### src/core/tsg_pkg.sv
// Purpose: Constants for the touch-shared eight-bit GPIO port
// Assumes: AXI4-Lite register access, 32-bit data, one aligned word per register
// Notes:   Register bits above bit 7 read as zero
package tsg_pkg;

  // ----------------------------------------
  // Bus geometry
  // ----------------------------------------
  localparam int TSG_ADDR_W = 8;
  localparam int TSG_PORT_W = 8;

  // ----------------------------------------
  // Register offsets
  // ----------------------------------------
  localparam logic [7:0] TSG_OFS_DATA      = 8'h00;
  localparam logic [7:0] TSG_OFS_DIR       = 8'h04;
  localparam logic [7:0] TSG_OFS_PULLUP    = 8'h08;
  localparam logic [7:0] TSG_OFS_TOUCH_DIS = 8'h0C;
  localparam logic [7:0] TSG_OFS_DATA_RMW  = 8'h10;
  localparam logic [7:0] TSG_OFS_STANDBY   = 8'h14;

  // ----------------------------------------
  // Field layouts
  // ----------------------------------------
  localparam logic [7:0] TSG_PORT_MASK  = 8'hF9;
  localparam logic [7:0] TSG_TOUCH_MASK = 8'hF8;
  localparam int         TSG_SB_FLOAT   = 0;
  localparam int         TSG_SB_TS_RUN  = 1;

  // ----------------------------------------
  // Reset values
  // ----------------------------------------
  localparam logic [7:0] TSG_RST_LATCH     = 8'h00;
  localparam logic [7:0] TSG_RST_DIR       = 8'h00;
  localparam logic [7:0] TSG_RST_PULLUP    = 8'h00;
  localparam logic [7:0] TSG_RST_TOUCH_DIS = 8'h00;
  localparam logic [1:0] TSG_RST_STANDBY   = 2'h0;

  // ----------------------------------------
  // Bus responses
  // ----------------------------------------
  localparam logic [1:0] TSG_RESP_OKAY   = 2'h0;
  localparam logic [1:0] TSG_RESP_SLVERR = 2'h2;

endpackage

### src/core/tsg_port.sv
// Purpose: Eight-bit GPIO port shared with peripherals and touch inputs
// Assumes: aclk at 125 MHz, synchronous active-low aresetn, AXI4-Lite slave
// Notes:   Pins are split into input, output and active-low output enable
`timescale 1ns/100ps

// Behaviour
// Direction bit 1 makes the pin an output driven from its latch bit.
// Every general-purpose output pin shows the data latch value.
// Latch writes are stored and forwarded unchanged to output pins.
// Data reads of general-purpose output pins return the latch, not the pin.
// Direction bit 0 makes the pin an input.
// Latch writes on input pins are stored but the pin stays undriven.
// Input pins: normal reads give pin level, read-modify-write reads give latch.
// A peripheral output enable drives the pin; normal reads return pin level.
// Software disables sharing peripheral outputs before general-purpose use.
// Touch-shared pins: digital input only when touch-disable bit is 1.
// Reset clears direction and touch-disable bits to 0.
// Float bit 1 in stop or watch: pins high-impedance, inputs forced low.
// While floated, pin 0 input stays open if both its interrupt enables are set.
// Touch stop-run bit 1 keeps touch inputs open in stop or watch.
// Float bit 0 keeps pin configuration and output levels through standby.
// Touch use needs direction, touch-disable and pull-up bits cleared by software.
// Pull-up enable bit 1 connects the internal pull-up.
// The pull-up disconnects whenever the pin is driven low.
// Peripheral input use needs direction bit 0; reads return pin level.
// Only bits 7..3 and 0 exist; bits 2..1 read zero, no touch bit 0.
// Touch-disable 0 routes to touch input, 1 enables digital input.
module tsg_port
  import tsg_pkg::*;
(
  input  wire logic                  aclk,
  input  wire logic                  aresetn,
  input  wire logic                  s_axi_awvalid,
  output logic                       s_axi_awready,
  input  wire logic [TSG_ADDR_W-1:0] s_axi_awaddr,
  input  wire logic [2:0]            s_axi_awprot,
  input  wire logic                  s_axi_wvalid,
  output logic                       s_axi_wready,
  input  wire logic [31:0]           s_axi_wdata,
  input  wire logic [3:0]            s_axi_wstrb,
  output logic                       s_axi_bvalid,
  input  wire logic                  s_axi_bready,
  output logic [1:0]                 s_axi_bresp,
  input  wire logic                  s_axi_arvalid,
  output logic                       s_axi_arready,
  input  wire logic [TSG_ADDR_W-1:0] s_axi_araddr,
  input  wire logic [2:0]            s_axi_arprot,
  output logic                       s_axi_rvalid,
  input  wire logic                  s_axi_rready,
  output logic [31:0]                s_axi_rdata,
  output logic [1:0]                 s_axi_rresp,
  input  wire logic [7:0]            pin_in,
  output logic [7:0]                 pin_out,
  output logic [7:0]                 pin_oe_n,
  output logic [7:0]                 pullup_on,
  input  wire logic [7:0]            periph_oe,
  input  wire logic [7:0]            periph_out,
  output logic [7:0]                 port_in_data,
  output logic [7:0]                 touch_in_en,
  input  wire logic                  standby_mode,
  input  wire logic                  ext_irq_control_ch0,
  input  wire logic                  irq_pin_select_control
);

  // ----------------------------------------
  // State
  // ----------------------------------------
  typedef struct packed {
    logic [7:0]            sync1;
    logic [7:0]            sync2;
    logic [7:0]            sync3;
    logic [7:0]            pin_level;
    logic [7:0]            port_data_latch;
    logic [7:0]            port_direction;
    logic [7:0]            port_pullup_enable;
    logic [7:0]            touch_input_disable;
    logic [1:0]            standby_control_reg;
    logic                  aw_held;
    logic [TSG_ADDR_W-1:0] aw_addr;
    logic                  w_held;
    logic [7:0]            w_data;
    logic                  w_lane0;
    logic                  bvalid;
    logic [1:0]            bresp;
    logic                  rvalid;
    logic [7:0]            rdata;
    logic [1:0]            rresp;
  } tsg_state_type;

  tsg_state_type st;
  tsg_state_type next_st;

  logic       standby_pin_float_bit;
  logic       touch_stop_run_enable;
  logic       floated;
  logic [7:0] port_owned;
  logic [7:0] drive_en;
  logic [7:0] drive_val;
  logic [7:0] in_open;
  logic [7:0] normal_read;
  logic       aw_take;
  logic       w_take;
  logic       ar_take;
  logic       wr_fire;

  // ----------------------------------------
  // Pin logic
  // ----------------------------------------
  assign standby_pin_float_bit = st.standby_control_reg[TSG_SB_FLOAT];
  assign touch_stop_run_enable = st.standby_control_reg[TSG_SB_TS_RUN];
  assign floated               = standby_mode & standby_pin_float_bit;
  assign port_owned            = st.port_direction & ~periph_oe & TSG_PORT_MASK;

  generate
    for (genvar i = 0; i < TSG_PORT_W; i++) begin : g_pin
      logic touch_pin;
      logic dig_open;
      assign touch_pin    = TSG_TOUCH_MASK[i];
      assign drive_en[i]  = TSG_PORT_MASK[i] & ~floated
                            & (st.port_direction[i] | periph_oe[i]);
      assign drive_val[i] = periph_oe[i] ? periph_out[i] : st.port_data_latch[i];
      assign pin_out[i]   = drive_en[i] & drive_val[i];
      assign pin_oe_n[i]  = ~drive_en[i];
      assign pullup_on[i] = st.port_pullup_enable[i] & ~floated
                            & ~(drive_en[i] & ~drive_val[i]);
      assign dig_open     = ~touch_pin | st.touch_input_disable[i];
      assign in_open[i]   = TSG_PORT_MASK[i] & dig_open
                            & (~floated | ((i == 0) & ext_irq_control_ch0
                                           & irq_pin_select_control));
      assign touch_in_en[i] = touch_pin & ~st.touch_input_disable[i]
                              & (~standby_mode | touch_stop_run_enable);
    end
  endgenerate

  assign port_in_data = st.pin_level & in_open;
  assign normal_read  = (port_owned & st.port_data_latch)
                        | (~port_owned & port_in_data & TSG_PORT_MASK);

  // ----------------------------------------
  // Bus handshake
  // ----------------------------------------
  assign s_axi_awready = ~st.aw_held & ~st.bvalid;
  assign s_axi_wready  = ~st.w_held & ~st.bvalid;
  assign s_axi_arready = ~st.rvalid;
  assign s_axi_bvalid  = st.bvalid;
  assign s_axi_bresp   = st.bresp;
  assign s_axi_rvalid  = st.rvalid;
  assign s_axi_rdata   = {24'h000000, st.rdata};
  assign s_axi_rresp   = st.rresp;
  assign aw_take       = s_axi_awvalid & s_axi_awready;
  assign w_take        = s_axi_wvalid & s_axi_wready;
  assign ar_take       = s_axi_arvalid & s_axi_arready;
  assign wr_fire       = st.aw_held & st.w_held & ~st.bvalid;

  // ----------------------------------------
  // Next state
  // ----------------------------------------
  always_comb begin
    logic [7:0] wv;
    wv      = 8'h00;
    next_st = st;
    next_st.sync1 = pin_in;
    next_st.sync2 = st.sync1;
    next_st.sync3 = st.sync2;
    // Each pin updates on its own once flops two and three agree
    next_st.pin_level = (st.sync2 & st.sync3) | (st.pin_level & (st.sync2 | st.sync3));
    if (aw_take) begin
      next_st.aw_held = 1'b1;
      next_st.aw_addr = s_axi_awaddr;
    end
    if (w_take) begin
      next_st.w_held  = 1'b1;
      next_st.w_data  = s_axi_wdata[7:0];
      next_st.w_lane0 = s_axi_wstrb[0];
    end
    if (wr_fire) begin
      wv              = st.w_data;
      next_st.aw_held = 1'b0;
      next_st.w_held  = 1'b0;
      next_st.bvalid  = 1'b1;
      next_st.bresp   = TSG_RESP_OKAY;
      if (st.aw_addr[7:2] == TSG_OFS_DATA[7:2] || st.aw_addr[7:2] == TSG_OFS_DATA_RMW[7:2]) begin
        if (st.w_lane0) begin
          next_st.port_data_latch = wv & TSG_PORT_MASK;
        end
      end else if (st.aw_addr[7:2] == TSG_OFS_DIR[7:2]) begin
        if (st.w_lane0) begin
          next_st.port_direction = wv & TSG_PORT_MASK;
        end
      end else if (st.aw_addr[7:2] == TSG_OFS_PULLUP[7:2]) begin
        if (st.w_lane0) begin
          next_st.port_pullup_enable = wv & TSG_PORT_MASK;
        end
      end else if (st.aw_addr[7:2] == TSG_OFS_TOUCH_DIS[7:2]) begin
        if (st.w_lane0) begin
          next_st.touch_input_disable = wv & TSG_TOUCH_MASK;
        end
      end else if (st.aw_addr[7:2] == TSG_OFS_STANDBY[7:2]) begin
        if (st.w_lane0) begin
          next_st.standby_control_reg = wv[1:0];
        end
      end else begin
        next_st.bresp = TSG_RESP_SLVERR;
      end
    end
    if (st.bvalid && s_axi_bready) begin
      next_st.bvalid = 1'b0;
    end
    if (ar_take) begin
      next_st.rvalid = 1'b1;
      next_st.rresp  = TSG_RESP_OKAY;
      if (s_axi_araddr[7:2] == TSG_OFS_DATA[7:2]) begin
        next_st.rdata = normal_read;
      end else if (s_axi_araddr[7:2] == TSG_OFS_DATA_RMW[7:2]) begin
        next_st.rdata = st.port_data_latch;
      end else if (s_axi_araddr[7:2] == TSG_OFS_DIR[7:2]) begin
        next_st.rdata = st.port_direction;
      end else if (s_axi_araddr[7:2] == TSG_OFS_PULLUP[7:2]) begin
        next_st.rdata = st.port_pullup_enable;
      end else if (s_axi_araddr[7:2] == TSG_OFS_TOUCH_DIS[7:2]) begin
        next_st.rdata = st.touch_input_disable;
      end else if (s_axi_araddr[7:2] == TSG_OFS_STANDBY[7:2]) begin
        next_st.rdata = {6'h00, st.standby_control_reg};
      end else begin
        next_st.rdata = 8'h00;
        next_st.rresp = TSG_RESP_SLVERR;
      end
    end else if (st.rvalid && s_axi_rready) begin
      next_st.rvalid = 1'b0;
    end
  end

  // ----------------------------------------
  // Registers
  // ----------------------------------------
  always_ff @(posedge aclk) begin
    if (!aresetn) begin
      st                     <= '0;
      st.port_data_latch     <= TSG_RST_LATCH;
      st.port_direction      <= TSG_RST_DIR;
      st.port_pullup_enable  <= TSG_RST_PULLUP;
      st.touch_input_disable <= TSG_RST_TOUCH_DIS;
      st.standby_control_reg <= TSG_RST_STANDBY;
    end else begin
      st <= next_st;
    end
  end

  // ----------------------------------------
  // Checks
  // ----------------------------------------
  a_output_follows_latch: assert property (
    @(posedge aclk) disable iff (!aresetn)
    !floated |-> (((pin_out ^ st.port_data_latch) | pin_oe_n) & port_owned) == 8'h00)
    else $error("output pin does not show latch");

  a_latch_write_stored: assert property (
    @(posedge aclk) disable iff (!aresetn)
    (wr_fire && st.w_lane0 && st.aw_addr == TSG_OFS_DATA)
    |=> st.port_data_latch == ($past(st.w_data) & TSG_PORT_MASK))
    else $error("latch write not stored");

  a_input_undriven: assert property (
    @(posedge aclk) disable iff (!aresetn)
    ((~st.port_direction & ~periph_oe & ~pin_oe_n) == 8'h00))
    else $error("input pin is driven");

  a_rmw_read_latch: assert property (
    @(posedge aclk) disable iff (!aresetn)
    (ar_take && s_axi_araddr == TSG_OFS_DATA_RMW)
    |=> s_axi_rvalid && s_axi_rdata[7:0] == $past(st.port_data_latch))
    else $error("rmw read does not return latch");

  a_reset_clears_cfg: assert property (
    @(posedge aclk)
    !aresetn |=> st.port_direction == 8'h00 && st.touch_input_disable == 8'h00)
    else $error("reset left direction or touch bits set");

  a_touch_blocks_input: assert property (
    @(posedge aclk) disable iff (!aresetn)
    !standby_mode |-> ((TSG_TOUCH_MASK & ~st.touch_input_disable)
                       & (port_in_data | ~touch_in_en)) == 8'h00)
    else $error("touch pin digital input not blocked");

  a_float_hiz: assert property (
    @(posedge aclk) disable iff (!aresetn)
    floated |-> pin_oe_n == 8'hFF
                && (port_in_data & 8'hFE) == 8'h00
                && (port_in_data[0] == 1'b0
                    || (ext_irq_control_ch0 && irq_pin_select_control)))
    else $error("floated pins not high impedance and blocked");

  a_pullup_off_low: assert property (
    @(posedge aclk) disable iff (!aresetn)
    ((~pin_oe_n & ~pin_out & pullup_on) == 8'h00))
    else $error("pull-up on a pin driven low");

  a_touch_run_stop: assert property (
    @(posedge aclk) disable iff (!aresetn)
    (standby_mode && touch_stop_run_enable)
    |-> touch_in_en == (TSG_TOUCH_MASK & ~st.touch_input_disable))
    else $error("touch inputs blocked in standby");

  a_unused_bits_zero: assert property (
    @(posedge aclk) disable iff (!aresetn)
    s_axi_rvalid |-> s_axi_rdata[31:8] == 24'h000000
                     && (st.port_direction & ~TSG_PORT_MASK) == 8'h00
                     && st.touch_input_disable[0] == 1'b0)
    else $error("unimplemented bits set");

  a_data_read_latch: assert property (
    @(posedge aclk) disable iff (!aresetn)
    (ar_take && s_axi_araddr == TSG_OFS_DATA)
    |=> (s_axi_rdata[7:0] & $past(port_owned))
        == ($past(st.port_data_latch) & $past(port_owned)))
    else $error("output pin read does not return latch");

  a_input_read_pin: assert property (
    @(posedge aclk) disable iff (!aresetn)
    (ar_take && s_axi_araddr == TSG_OFS_DATA)
    |=> (s_axi_rdata[7:0] & ~$past(port_owned))
        == ($past(port_in_data) & ~$past(port_owned)))
    else $error("input pin read does not return pin level");

  a_periph_drives_pin: assert property (
    @(posedge aclk) disable iff (!aresetn)
    !floated |-> (periph_oe & TSG_PORT_MASK & (pin_oe_n | (pin_out ^ periph_out))) == 8'h00)
    else $error("claimed pin not driven by peripheral");

  a_pullup_enabled: assert property (
    @(posedge aclk) disable iff (!aresetn)
    !floated |-> (st.port_pullup_enable & (pin_oe_n | pin_out) & ~pullup_on) == 8'h00)
    else $error("enabled pull-up not connected");

  a_irq_pin_open: assert property (
    @(posedge aclk) disable iff (!aresetn)
    (floated && ext_irq_control_ch0 && irq_pin_select_control)
    |-> port_in_data[0] == st.pin_level[0])
    else $error("interrupt pin input blocked while floated");

  a_standby_keeps_pins: assert property (
    @(posedge aclk) disable iff (!aresetn)
    (standby_mode && !standby_pin_float_bit)
    |-> (port_owned & (pin_oe_n | (pin_out ^ st.port_data_latch))) == 8'h00)
    else $error("pin state changed in standby without float");

  a_digital_input_open: assert property (
    @(posedge aclk) disable iff (!aresetn)
    !floated |-> (st.touch_input_disable & (port_in_data ^ st.pin_level)) == 8'h00)
    else $error("enabled digital input blocked");

endmodule

### config.mk
export PLATFORM = sky130hd
export DESIGN_NAME = tsg_port
export DESIGN_NICKNAME = d
export VERILOG_FILES = /design/src/core/tsg_pkg.sv /design/src/core/tsg_port.sv
export SDC_FILE = /design/constraint.sdc
export NUM_CORES = 1
export LEC_CHECK = 0
export BUFFER_PORTS_ARGS = -buffer_cell sky130_fd_sc_hd__buf_2
export CORE_MARGIN = 10
export CORE_UTILIZATION = 48
export CTS_BUF_LIST = sky130_fd_sc_hd__clkbuf_8
export DETAILED_ROUTE_END_ITERATION = 6
export GPL_TIMING_DRIVEN = 0
export HOLD_SLACK_MARGIN = 0.06
export PLACE_DENSITY = 0.86
export RECOVER_POWER = 50
export SETUP_SLACK_MARGIN = 0.1
export SYNTH_ARGS = -nofsm -noshare
export SYNTH_HDL_FRONTEND = slang
export SYNTH_SLANG_ARGS = --single-unit
### constraint.sdc
create_clock -name aclk -period 2.5 [get_ports aclk]
set_clock_uncertainty 0.2 [all_clocks]
set_input_delay 0.125 -clock aclk [delete_from_list [all_inputs] [get_ports aclk]]
set_output_delay 0.125 -clock aclk [all_outputs]
set_load 0.1 [all_outputs]
==> results.py <==
metrics = {
    "status": {
        "run_status": "finished, final reports clean",
    },
    "worst_setup_path": {
        "arrival_ns": 2.03,
        "r2r_setup_slack_ns": 0.34,
        "path_max_fanout": 10,
        "crit_path_top_delay_cell": "dfxtp_1",
        "startpoint_type": "register",
        "end_kind": "output port",
        "crit_top_cell": "buf_2",
        "slowest_delay_ns": 0.35,
        "cp_data_required_time_ns": 2.17,
        "critPathKind": "reg -> out",
        "path_cells": "nand2_1 -> buf_2 -> buf_2 -> and3_1 -> buf_4",
    },
    "synthesis": {
        "synth-main-ff-cell": "dfxtp_1",
        "synth_fa_ha_area_share_pct": 0,
        "synth_area_per_cell_sq_um": 8.628,
        "yosysTopAreaCellShare_pct": 40.82,
        "yosys_warnings": 0,
        "synthArstFlopShare_pct": 0,
        "syn_inst": 432,
        "syn-cell-area_sq_um": 3727,
        "synth-simple-area-share_pct": 23.67,
        "ys_seq_area_share_pct": 40.82,
        "synth_seq_cells": 76,
        "yosys-top-cells-area": "dfxtp_1, buf_4, mux2i_1, nand2_1, o21ai_0",
        "post_synth_num_cell_types": 43,
        "synth-xor-area-share_pct": 0,
        "synth_mux_area_share_pct": 9.836,
        "synth_edf_count": 0,
        "yosysTopAreaCell": "dfxtp_1",
        "synth_top_family_by_area": "simple AND/OR/NAND/NOR gates",
        "synth_compound_area_share_pct": 12.92,
    },
    "layout": {
        "nFillCells": 626,
        "stdcell_area_sq_um": 5040,
        "mostFrequentLayoutCell": "dfxtp_1",
        "post-route-util_pct": 65.90,
        "antenna_cells": 0,
        "drive_above_1_share_pct": 27.57,
        "layout_common_cells": "dfxtp_1, buf_2, nand2_1",
        "syn_to_final_growth_pct": 35.21,
        "layout.nets": 690,
    },
    "global_route": {
        "grt_pass1_wl_mm": 17.49,
        "grt_usage_pct": 18.25,
        "antenna_found_initial": 0,
        "overflow": 0,
        "grt_max_degree": 13,
        "grt_pass1_vias": 3603,
    },
    "sta": {
        "relSlewSlack_pct": 20.29,
        "layout_setup_ws_ns": 0.1475,
        "fmax_ghz": 0.4251,
        "setup_violations": 0,
        "slew_violations": 0,
        "period_minus_slack_ns": 2.353,
        "worst_pin_slew_ns": 1.201,
        "hold_violations": 0,
        "min_period_over_period_pct": 94.10,
        "rsz0062_at_grt": "no",
    },
    "die": {
        "die_w_um": 108.1,
        "die_h_um": 108.1,
        "core_area_sq_um": 7647,
        "start_util_pct": 48.74,
        "rows": 32,
        "die_area_sq_um": 11690,
        "ios": 173,
    },
    "drt": {
        "routed_wl_mm": 10.92,
        "drtIter0Drc": 162,
        "avgRoutedWirePerCell_um": 15.52,
        "vias_per_cell": 5.045,
        "firstDrtPassIters": 4,
        "drc_errors": 0,
        "vias": 3552,
        "ant_nets": 0,
    },
    "clock_tree": {
        "clkTransAtPathRegs_ns": 0.08,
        "cts_buffers": 9,
        "cts_tree": "built",
        "clockRootBuffer": "clkbuf_8",
        "htreeDepth": 3,
        "cts_setup_buffers": 0,
        "cts.path.max_buffers": 2,
        "clock_latency_ns": 0.35,
        "clock_sinks": 76,
    },
    "place": {
        "dpl.hpwl_mm": 8.131,
        "place.gp.congestion": 0.9029,
        "pre_cts_ws_ns": -0.001155,
        "place_area_sq_um": 4519,
        "io_buffer_count": 89,
    },
    "power_and_ir_drop": {
        "p_leak_nw": 2.210,
        "power_density_nw_per_um2": 624.3,
        "ir_drop_mv": 0.3908,
    },
    "run": {
        "maxCapViolCount": 0,
    },
    "worst_hold_path": {
        "min_path_type": "in -> reg",
    },
}
-- per-stage QoR --
stage	setup TNS [ns]	hold slack [ns]	total power, mW	cells
floorplan	0	0.01651	1.956	468
global placement	0	0.1008	2.060	659
detailed placement	-0.001155	0.1091	2.071	659
CTS	0	0.08138	3.150	704
global route	0	0.06960	3.256	704
finish	0	0.09003	3.146	704
-- critical path, delay by kind of cell (launching register included) --
kind,cells,cell delay (ns)
buffers and inverters,3,0.93
flip-flops,1,0.35
AND/OR/NAND/NOR,2,0.39
-- final timing paths --
| check | startpoint | end | cells after the start |
|---|---|---|---|
| worst max register to register | st[32]$_SDFFE_PP0P_ | st[63]$_SDFFE_PN0P_ | 4 |
| worst max-delay path | st[33]$_SDFFE_PN0P_ | pullup_on[7] | 5 |
| worst min register to register | next_st[87]$_SDFF_PN0_ | next_st[79]$_SDFF_PN0_ | 1 |
| worst min-delay path | s_axi_araddr[5] | s_axi_rdata[1]$_SDFFE_PN0P_ | 4 |
-- cells by family after synthesis --
logic type             Yosys count
other                            2
AND/OR/NAND/NOR                166
AO/OA/AOI/OAI                   81
buffers and inverters           71
flip-flops                      76
multiplexers                    36
-- power by group --
| group | internal (mW) | leakage, nW | switching [mW] | total (mW) |
|---|---|---|---|---|
| Combinational | 0.187 | 1.48 | 0.610 | 0.797 |
| Sequential | 1.25 | 0.620 | 0.0331 | 1.28 |
| Clock | 0.610 | 0.111 | 0.456 | 1.07 |
| Total | 2.05 | 2.21 | 1.10 | 3.15 |
-- final cells by class --
| class | instances | area [sq um] | share of cell area (%) |
|---|---|---|---|
| Buffer | 65 | 437.9 | 8.689 |
| Clock buffer | 11 | 151.4 | 3.004 |
| Clock inverter | 4 | 72.57 | 1.440 |
| Inverter | 6 | 22.52 | 0.4469 |
| Multi-Input combinational cell | 321 | 1954 | 38.78 |
| Sequential cell | 76 | 1524 | 30.24 |
| Tap cell | 102 | 127.6 | 2.532 |
| Timing Repair Buffer | 119 | 749.5 | 14.87 |
-- state kept, by name, indices dropped and copies added (netlist names) --
register,count
g_pin.dig_open,5
next_st,12
s_axi_bresp,1
s_axi_bvalid,1
s_axi_rdata,7
s_axi_rresp,1
s_axi_rvalid,1
st,48
-- cell usage after synthesis, drive strengths merged (7+ instances only) --
| library cell | number |
|---|---|
| a21oi | 26 |
| and2 | 21 |
| and3 | 13 |
| buf | 47 |
| clkbuf | 17 |
| dfxtp | 76 |
| mux2i | 31 |
| nand2 | 56 |
| nand2b | 7 |
| nor2 | 32 |
| nor2b | 12 |
| o21ai | 29 |
-- per-layer routing --
| metal | vias up | global-route usage, % | wire (um) |
|---|---|---|---|
| li1 | 1722 | - | - |
| met1 | 1617 | 21.00 | 4418 |
| met2 | 191 | 30.26 | 5095 |
| met3 | 22 | 6.425 | 1168 |
| met4 | 0 | 7.347 | 241 |
| met5 | - | 0 | 0 |
-- what timing repair did --
item                       CTS  global route
cloned                       0             0
hold endpoints to repair    39             0
resized for setup           10             3
setup endpoints to repair   15             5
pin swaps                    0             0
hold buffers                30             0
Note: power is estimated with default switching activity, not from simulation.
